File: src/verilog/spm_pkg.sv
// Constants shared by the shared address/data pin multiplexer
package spm_pkg;
  // ---------------------------------------------------------------
  // Bus geometry
  // ---------------------------------------------------------------
  localparam int unsigned ADDR_W = 6;
  localparam int unsigned DATA_W = 32;
  localparam int unsigned BE_W = 4;
  localparam int unsigned SYNC_STAGES = 2;

  // ---------------------------------------------------------------
  // Register byte offsets
  // ---------------------------------------------------------------
  localparam logic [ADDR_W-1:0] OFS_BUS_CTRL = 6'h00;
  localparam logic [ADDR_W-1:0] OFS_PB_PEN = 6'h04;
  localparam logic [ADDR_W-1:0] OFS_PB_PUP = 6'h08;
  localparam logic [ADDR_W-1:0] OFS_PB_DIR = 6'h0c;
  localparam logic [ADDR_W-1:0] OFS_PB_DAT = 6'h10;
  localparam logic [ADDR_W-1:0] OFS_PF_PEN = 6'h14;
  localparam logic [ADDR_W-1:0] OFS_PF_PUP = 6'h18;
  localparam logic [ADDR_W-1:0] OFS_PF_DIR = 6'h1c;
  localparam logic [ADDR_W-1:0] OFS_PF_DAT = 6'h20;
  localparam logic [ADDR_W-1:0] OFS_PIN_STAT = 6'h24;

  // ---------------------------------------------------------------
  // Field positions
  // ---------------------------------------------------------------
  localparam int unsigned BIT_DRIVE = 0;
  localparam int unsigned BIT_PB0 = 0;
  localparam int unsigned PF_LSB = 9;
  localparam int unsigned PF_W = 7;

  // ---------------------------------------------------------------
  // Reset values
  // ---------------------------------------------------------------
  localparam logic RST_DRIVE = 1'b0;
  localparam logic RST_PB_PEN = 1'b0;
  localparam logic RST_PB_PUP = 1'b0;
  localparam logic RST_PB_DIR = 1'b0;
  localparam logic RST_PB_DAT = 1'b0;
  localparam logic [PF_W-1:0] RST_PF_PEN = 7'h7f;
  localparam logic [PF_W-1:0] RST_PF_PUP = 7'h00;
  localparam logic [PF_W-1:0] RST_PF_DIR = 7'h00;
  localparam logic [PF_W-1:0] RST_PF_DAT = 7'h00;

  // ---------------------------------------------------------------
  // Bus slave states
  // ---------------------------------------------------------------
  typedef enum logic [1:0] {
    SPM_BUS_IDLE = 2'b00,
    SPM_BUS_ACK = 2'b01
  } spm_bus_t;
endpackage : spm_pkg

File: src/verilog/spm_sync.sv
// Two-flop synchroniser for pin inputs
`timescale 1ns/10ps
module spm_sync #(
  parameter int unsigned W = 1
) (
  input wire logic clk,
  input wire logic [W-1:0] d,
  output logic [W-1:0] q
);
  logic [W-1:0] meta_q;
  logic [W-1:0] sync_q;

  // No reset: straps must pass through while reset is held
  always_ff @(posedge clk) begin
    meta_q <= d;
    sync_q <= meta_q;
  end

  assign q = sync_q;
endmodule : spm_sync

File: src/verilog/spm_pin_mux.sv
// Pin multiplexer for the upper address line and the low data lines
// ---------------------------------------------------------------
// Behaviour
// - Startup address/port choice from straps at reset
// - Peripheral enable write switches address pin use
// - Port B pull-up bit 0 disables pull-up
// - Idle bus: drive bit floats address/control
// - Idle bus: drive bit floats low data
// - Reset: data outputs off, pull-ups on, bus
// - Port F pull-up bits 9..15 disable pull-ups
// - Port pins individually input or output
// ---------------------------------------------------------------
//
// Design decisions made here: the register addresses and the Avalon-MM slave port.
`timescale 1ns/10ps
module spm_pin_mux #(
  parameter int unsigned CTL_W = 4
) (
  input wire logic clk,
  input wire logic rst_n,
  input wire logic [spm_pkg::ADDR_W-1:0] avs_address,
  input wire logic avs_read,
  input wire logic avs_write,
  input wire logic [spm_pkg::DATA_W-1:0] avs_writedata,
  input wire logic [spm_pkg::BE_W-1:0] avs_byteenable,
  output logic [spm_pkg::DATA_W-1:0] avs_readdata,
  output logic avs_waitrequest,
  input wire logic external_boot_select,
  input wire logic memory_interface_mode_select,
  input wire logic flash_secure,
  input wire logic mif_bus_active,
  input wire logic mif_addr_out,
  input wire logic [CTL_W-1:0] mif_ctl_out,
  input wire logic [spm_pkg::PF_W-1:0] mif_data_out,
  input wire logic mif_data_oe,
  output logic [spm_pkg::PF_W-1:0] mif_data_in,
  output logic [CTL_W-1:0] mif_ctl_pin_out,
  output logic mif_ctl_pin_oe,
  input wire logic portb_pin_zero_in,
  output logic portb_pin_zero_out,
  output logic portb_pin_zero_oe,
  output logic portb_pin_zero_pullup_en,
  input wire logic [spm_pkg::PF_W-1:0] low_data_lines_in,
  output logic [spm_pkg::PF_W-1:0] low_data_lines_out,
  output logic [spm_pkg::PF_W-1:0] low_data_lines_oe,
  output logic [spm_pkg::PF_W-1:0] low_data_lines_pullup_en
);
  import spm_pkg::*;

  // ---------------------------------------------------------------
  // Helpers
  // ---------------------------------------------------------------
  // Straps pick address use for external boot or unsecured bus mode
  function automatic logic spm_startup_addr(input logic boot, input logic mode,
                                            input logic secure);
    return boot | (mode & ~secure);
  endfunction : spm_startup_addr

  function automatic logic [DATA_W-1:0] spm_pf_word(input logic [PF_W-1:0] v);
    logic [DATA_W-1:0] w;
    w = '0;
    w[PF_LSB +: PF_W] = v;
    return w;
  endfunction : spm_pf_word

  // ---------------------------------------------------------------
  // Pin synchronisers
  // ---------------------------------------------------------------
  logic [PF_W+3:0] sync_in, sync_out;
  logic boot_s, mode_s, secure_s, pb_pin_s;
  logic [PF_W-1:0] pf_pin_s;

  assign sync_in = {external_boot_select, memory_interface_mode_select, flash_secure,
                    portb_pin_zero_in, low_data_lines_in};

  spm_sync #(.W(PF_W + 4)) spm_sync_inst (
    .clk(clk),
    .d(sync_in),
    .q(sync_out)
  );

  assign {boot_s, mode_s, secure_s, pb_pin_s, pf_pin_s} = sync_out;

  // ---------------------------------------------------------------
  // Bus slave
  // ---------------------------------------------------------------
  spm_bus_t state_q, state_d;
  logic wait_q, wait_d;
  logic [DATA_W-1:0] rdata_q, rdata_d;
  logic init_q, init_d, drive_q, drive_d, commit;
  logic pb_pen_q, pb_pen_d, pb_pup_q, pb_pup_d, pb_dir_q, pb_dir_d, pb_dat_q, pb_dat_d;
  logic [PF_W-1:0] pf_pen_q, pf_pen_d, pf_pup_q, pf_pup_d;
  logic [PF_W-1:0] pf_dir_q, pf_dir_d, pf_dat_q, pf_dat_d;

  // Access completes on the edge where waitrequest is seen low
  assign commit = (state_q == SPM_BUS_ACK) && avs_write;

  always_comb begin
    state_d = state_q;
    wait_d = 1'b1;
    rdata_d = rdata_q;
    case (state_q)
      SPM_BUS_IDLE: begin
        if (avs_read || avs_write) begin
          state_d = SPM_BUS_ACK;
          wait_d = 1'b0;
          rdata_d = '0;
          if (avs_read) begin
            case (avs_address)
              OFS_BUS_CTRL: rdata_d[BIT_DRIVE] = drive_q;
              OFS_PB_PEN: rdata_d[BIT_PB0] = pb_pen_q;
              OFS_PB_PUP: rdata_d[BIT_PB0] = pb_pup_q;
              OFS_PB_DIR: rdata_d[BIT_PB0] = pb_dir_q;
              OFS_PB_DAT: rdata_d[BIT_PB0] = pb_dat_q;
              OFS_PF_PEN: rdata_d = spm_pf_word(pf_pen_q);
              OFS_PF_PUP: rdata_d = spm_pf_word(pf_pup_q);
              OFS_PF_DIR: rdata_d = spm_pf_word(pf_dir_q);
              OFS_PF_DAT: rdata_d = spm_pf_word(pf_dat_q);
              OFS_PIN_STAT: rdata_d = spm_pf_word(pf_pin_s) | {{(DATA_W-1){1'b0}}, pb_pin_s};
              default: rdata_d = '0;
            endcase
          end
        end
      end
      SPM_BUS_ACK: begin
        state_d = SPM_BUS_IDLE;
      end
      default: begin
        state_d = SPM_BUS_IDLE;
      end
    endcase
  end

  always_ff @(posedge clk) begin
    if (!rst_n) begin
      state_q <= SPM_BUS_IDLE;
      wait_q <= 1'b1;
      rdata_q <= '0;
    end else begin
      state_q <= state_d;
      wait_q <= wait_d;
      rdata_q <= rdata_d;
    end
  end

  assign avs_readdata = rdata_q;
  assign avs_waitrequest = wait_q;

  // ---------------------------------------------------------------
  // Control registers
  // ---------------------------------------------------------------
  always_comb begin
    init_d = 1'b1;
    drive_d = drive_q;
    pb_pen_d = pb_pen_q;
    pb_pup_d = pb_pup_q;
    pb_dir_d = pb_dir_q;
    pb_dat_d = pb_dat_q;
    pf_pen_d = pf_pen_q;
    pf_pup_d = pf_pup_q;
    pf_dir_d = pf_dir_q;
    pf_dat_d = pf_dat_q;
    if (!init_q) begin
      pb_pen_d = spm_startup_addr(boot_s, mode_s, secure_s);
    end
    // Port B bits sit in lane 0; the port F field lies wholly in lane 1
    if (commit) begin
      case (avs_address)
        OFS_BUS_CTRL: if (avs_byteenable[0]) drive_d = avs_writedata[BIT_DRIVE];
        OFS_PB_PEN: if (avs_byteenable[0]) pb_pen_d = avs_writedata[BIT_PB0];
        OFS_PB_PUP: if (avs_byteenable[0]) pb_pup_d = avs_writedata[BIT_PB0];
        OFS_PB_DIR: if (avs_byteenable[0]) pb_dir_d = avs_writedata[BIT_PB0];
        OFS_PB_DAT: if (avs_byteenable[0]) pb_dat_d = avs_writedata[BIT_PB0];
        OFS_PF_PEN: if (avs_byteenable[1]) pf_pen_d = avs_writedata[PF_LSB +: PF_W];
        OFS_PF_PUP: if (avs_byteenable[1]) pf_pup_d = avs_writedata[PF_LSB +: PF_W];
        OFS_PF_DIR: if (avs_byteenable[1]) pf_dir_d = avs_writedata[PF_LSB +: PF_W];
        OFS_PF_DAT: if (avs_byteenable[1]) pf_dat_d = avs_writedata[PF_LSB +: PF_W];
        default: ;
      endcase
    end
  end

  always_ff @(posedge clk) begin
    if (!rst_n) begin
      init_q <= 1'b0;
      drive_q <= RST_DRIVE;
      pb_pen_q <= RST_PB_PEN;
      pb_pup_q <= RST_PB_PUP;
      pb_dir_q <= RST_PB_DIR;
      pb_dat_q <= RST_PB_DAT;
      pf_pen_q <= RST_PF_PEN;
      pf_pup_q <= RST_PF_PUP;
      pf_dir_q <= RST_PF_DIR;
      pf_dat_q <= RST_PF_DAT;
    end else begin
      init_q <= init_d;
      drive_q <= drive_d;
      pb_pen_q <= pb_pen_d;
      pb_pup_q <= pb_pup_d;
      pb_dir_q <= pb_dir_d;
      pb_dat_q <= pb_dat_d;
      pf_pen_q <= pf_pen_d;
      pf_pup_q <= pf_pup_d;
      pf_dir_q <= pf_dir_d;
      pf_dat_q <= pf_dat_d;
    end
  end

  // ---------------------------------------------------------------
  // Pin drive
  // ---------------------------------------------------------------
  logic pb_out_d, pb_oe_d, pb_pu_d, ctl_oe_d, dbus_oe;
  logic [CTL_W-1:0] ctl_out_d;
  logic [PF_W-1:0] pf_out_d, pf_oe_d, pf_pu_d;

  always_comb begin
    // Address and controls float only if idle without drive
    ctl_oe_d = mif_bus_active | drive_q;
    ctl_out_d = mif_ctl_out;
    // Port mode takes port registers, bus ignored
    pb_out_d = pb_pen_q ? mif_addr_out : pb_dat_q;
    pb_oe_d = pb_pen_q ? ctl_oe_d : pb_dir_q;
    // Idle data lines follow the drive bit
    dbus_oe = mif_bus_active ? mif_data_oe : drive_q;
    pf_out_d = (pf_pen_q & mif_data_out) | (~pf_pen_q & pf_dat_q);
    pf_oe_d = (pf_pen_q & {PF_W{dbus_oe}}) | (~pf_pen_q & pf_dir_q);
    pb_pu_d = ~pb_pup_q;
    pf_pu_d = ~pf_pup_q;
  end

  // Reset leaves outputs off and pull-ups on
  always_ff @(posedge clk) begin
    if (!rst_n) begin
      portb_pin_zero_out <= 1'b0;
      portb_pin_zero_oe <= 1'b0;
      portb_pin_zero_pullup_en <= 1'b1;
      mif_ctl_pin_out <= '0;
      mif_ctl_pin_oe <= 1'b0;
      low_data_lines_out <= '0;
      low_data_lines_oe <= '0;
      low_data_lines_pullup_en <= '1;
      mif_data_in <= '0;
    end else begin
      portb_pin_zero_out <= pb_out_d;
      portb_pin_zero_oe <= pb_oe_d;
      portb_pin_zero_pullup_en <= pb_pu_d;
      mif_ctl_pin_out <= ctl_out_d;
      mif_ctl_pin_oe <= ctl_oe_d;
      low_data_lines_out <= pf_out_d;
      low_data_lines_oe <= pf_oe_d;
      low_data_lines_pullup_en <= pf_pu_d;
      mif_data_in <= pf_pin_s;
    end
  end
endmodule : spm_pin_mux

File: config.mk
export PLATFORM = sky130hd
export DESIGN_NAME = spm_pin_mux
export DESIGN_NICKNAME = d
export VERILOG_FILES = /design/src/verilog/spm_pkg.sv /design/src/verilog/spm_sync.sv /design/src/verilog/spm_pin_mux.sv
export SDC_FILE = /design/constraint.sdc
export NUM_CORES = 1
export LEC_CHECK = 0
export BUFFER_PORTS_ARGS = -buffer_cell sky130_fd_sc_hd__buf_2
export CORE_AREA = 2 2 76 114
export DETAILED_ROUTE_END_ITERATION = 16
export DIE_AREA = 0 0 78 116
export PLACE_DENSITY = 0.77
export RECOVER_POWER = 50
export SYNTH_ARGS = -nofsm -noshare
export SYNTH_HDL_FRONTEND = slang
export SYNTH_SLANG_ARGS = --single-unit
File: constraint.sdc
create_clock -name clk -period 2.1 [get_ports clk]
set_input_delay 0.105 -clock clk [delete_from_list [all_inputs] [get_ports clk]]
set_output_delay 0.105 -clock clk [all_outputs]
set_load 0.03 [all_outputs]
==> run metrics <==
fin crit share 0.779; synth top area cells dfxtp_1 53%, mux2i_1 11%, nor2b_1 5.7%, buf_4 4.7%, mux2_2 4.1%; pwr/cell area 836 nW/um2; GRT Overall Usage 0.182; worst slew pin tran 1170 ps; die outline height 116 um; vias 2765; hold path cells 3; Worst Path Max Fanout 7; Syn Area/Cell 11.2 um2; Synth Area in Compound Gates 0.0682; Post-Route Skew 7.79 ps; Switching Fraction 0.241; CP startpoint kind flip-flop; clock sinks 102; Synth Instances 342; DPL Wire Length 5540 um; iteration count of the initial detailed-routing pass 4; leak pwr 2.05 nW; area leader, netlist dfxtp_1; I/O pin count 140; top_reg_cell synth dfxtp_1; cells on worst reg2reg path 5; # nets final 517; RSZ-0062 raised after global routing false; Power Internal 0.00298 W; Root Driver clkbuf_16; status finished, final reports clean; Switch Pwr 0.000945 W; Adder-Cell Fraction of Synth Area 0; Hold Fails Final Rpt 0; Req. time, crit path 2330 ps; max-cap viol count 0; # rows 40; Highest Clock Rate 611 MHz; Warnings, synthesis 0; Final setup viols 0; share of the synthesized area in the top cell type 0.535; EDFF count, synth 0; Crit. End Element flip-flop; die area 9050 um2; highest cell delay on the worst timing path 400 ps; XOR/XNOR Fraction of Synth Area 0; Crit Path Category reg2reg; Skew-Pair Late Insertion Delay 340 ps; fraction of layout cells with a size suffix above 1 0.249; Initial Util 0.477; first-pass GRT wire length 12500 um; sequential area share after synthesis 0.535; vias per inst 4.98; Max clock buf depth 2; final global-route overflow total 0; core area 8010 um2; Finished Core Util 0.586; Synth Cell Area 3820 um2; Power, Total 0.00392 W; First DRT Iteration DRCs 153; final routed DRC violation total 0; #FFs+latches synth 102; sequential group share of total power 0.512; ys async rst share 0; GP Congestion 0.826; H-tree depth 3; post-synthesis mux area share 0.155; fin crit period 1640 ps; Synth top cells by count 102 x dfxtp_1, 41 x mux2i_1, 35 x nor2b_1; worst hold path class in2reg; most numerous cell in the Yosys netlist dfxtp_1; Slew Limit Fails 0; worst vdd ir 0.538 mV; Routed Wire Length 8100 um; main combinational cell family by area after synthesis simple AND/OR/NAND/NOR gates; clock-pin slew on the worst setup and hold paths 70 ps; DR WL/cell 14.6 um; Slowest-stage cell, CP dfxtp_1; Simple-Gate Fraction of Synth Area 0.171; CTS tree yes; Die W 78 um; ANT nets after route 0; clock share of power 0.398; setup TNS 0 ps; Num CTS Buffers 9; # diodes 0; Layout Area Growth over Synthesis 22.9%; CP Cell Sequence nand3_1 > nor4b_2 > buf_4 > mux2i_1 > nor2b_1; combinational power share 0.090; Synth cell types 39; Worst slew margin 0.220; # port buffers 89; pin count of the biggest net entering global routing 72; Crit path arrival time 1870 ps; vias in the first global route 2575; antenna violations before repair 0
## per-stage QoR
step,hold WS (ps),cells,instance area [um2],worst slack [ps]
global route,31.4,555,4690,309
floorplan,133,365,3910,532
finish,20.8,555,4690,463
detailed placement,209,525,4290,310
CTS,13.0,555,4720,450
global placement,208,525,4290,325
## final timing paths
kind	start	endpoint	slack, ps
hold / removal	mif_data_out[0]	low_data_lines_out[0]	20
setup reg to reg	state_q[0]	pf_pup_q[4]	460
setup / recovery	state_q[0]	pf_pup_q[4]	460
hold reg to reg	spm_sync_inst.meta_q[1]	spm_sync_inst.q[1]	330
## cell families after synthesis
family | count (synthesis)
buffers and inverters | 44
flip-flops | 102
multiplexers | 56
AO/OA/AOI/OAI | 31
AND/OR/NAND/NOR | 108
other | 1
## flip-flops by register name (all words and copies together) (netlist names), 4 cells and up
register,flops
pf_pup_q,7
spm_sync_inst.meta_q,11
low_data_lines_pullup_en,7
avs_readdata,8
pf_dat_q,7
pf_pen_q,7
pf_dir_q,7
mif_data_in,7
mif_ctl_pin_out,4
low_data_lines_out,7
spm_sync_inst.q,11
low_data_lines_oe,7
## what timing repair did
action	4_1_cts	5_1_grt
hold endpoints to repair	15	0
gates resized for setup	0	0
setup endpoints to repair	0	0
hold buffers	15	0
setup buffers	0	0
## worst max-delay path, delay by kind of cell, from the launching register on
kind,cells,cell delay (ps)
buffers and inverters,1,240
multiplexers,1,210
flip-flops,1,400
AND/OR/NAND/NOR,3,670
## power groups by stage
stage | logic (W) | clock network [W] | registers (W)
after floorplan | 0.000207 | 0 | 0.00211
after global placement | 0.000332 | 0 | 0.00205
after detailed placement | 0.000335 | 0 | 0.00205
after CTS | 0.000357 | 0.00159 | 0.00201
after global routing | 0.000379 | 0.00166 | 0.00201
final | 0.000353 | 0.00156 | 0.00201
## layout make-up
type                            instances  area (um2)
Clock buffer                           11         253
Clock inverter                          4        31.3
Fill cell                             687        3310
Inverter                                2        7.51
Multi-Input combinational cell        219        1600
Sequential cell                       102        2040
Tap cell                              105         131
Timing Repair Buffer                  112         628
## placed cells by master, fill, tap and decap left out, types with 4 or more instances in the layout
cell	n
a221o_1	5
a22oi_1	9
and2_0	5
and2_1	8
buf_2	69
buf_4	7
clkbuf_1	20
clkbuf_16	9
conb_1	24
dfxtp_1	102
dlygate4sd3_1	15
mux2_2	14
mux2i_1	41
nand2_1	24
nand3_1	4
nor2_1	4
nor2b_1	35
nor3_1	8
o211a_1	8
## routing by layer
metal  vias to the layer above  share of wire  GRT usage
li1                       1344              -          -
met5                         -              0          0
met4                         0          0.027     0.0971
met3                        17          0.053     0.0382
met1                      1314           0.38      0.192
met2                        90           0.54      0.335
No activity file was read; power rests on OpenSTA's default activity.
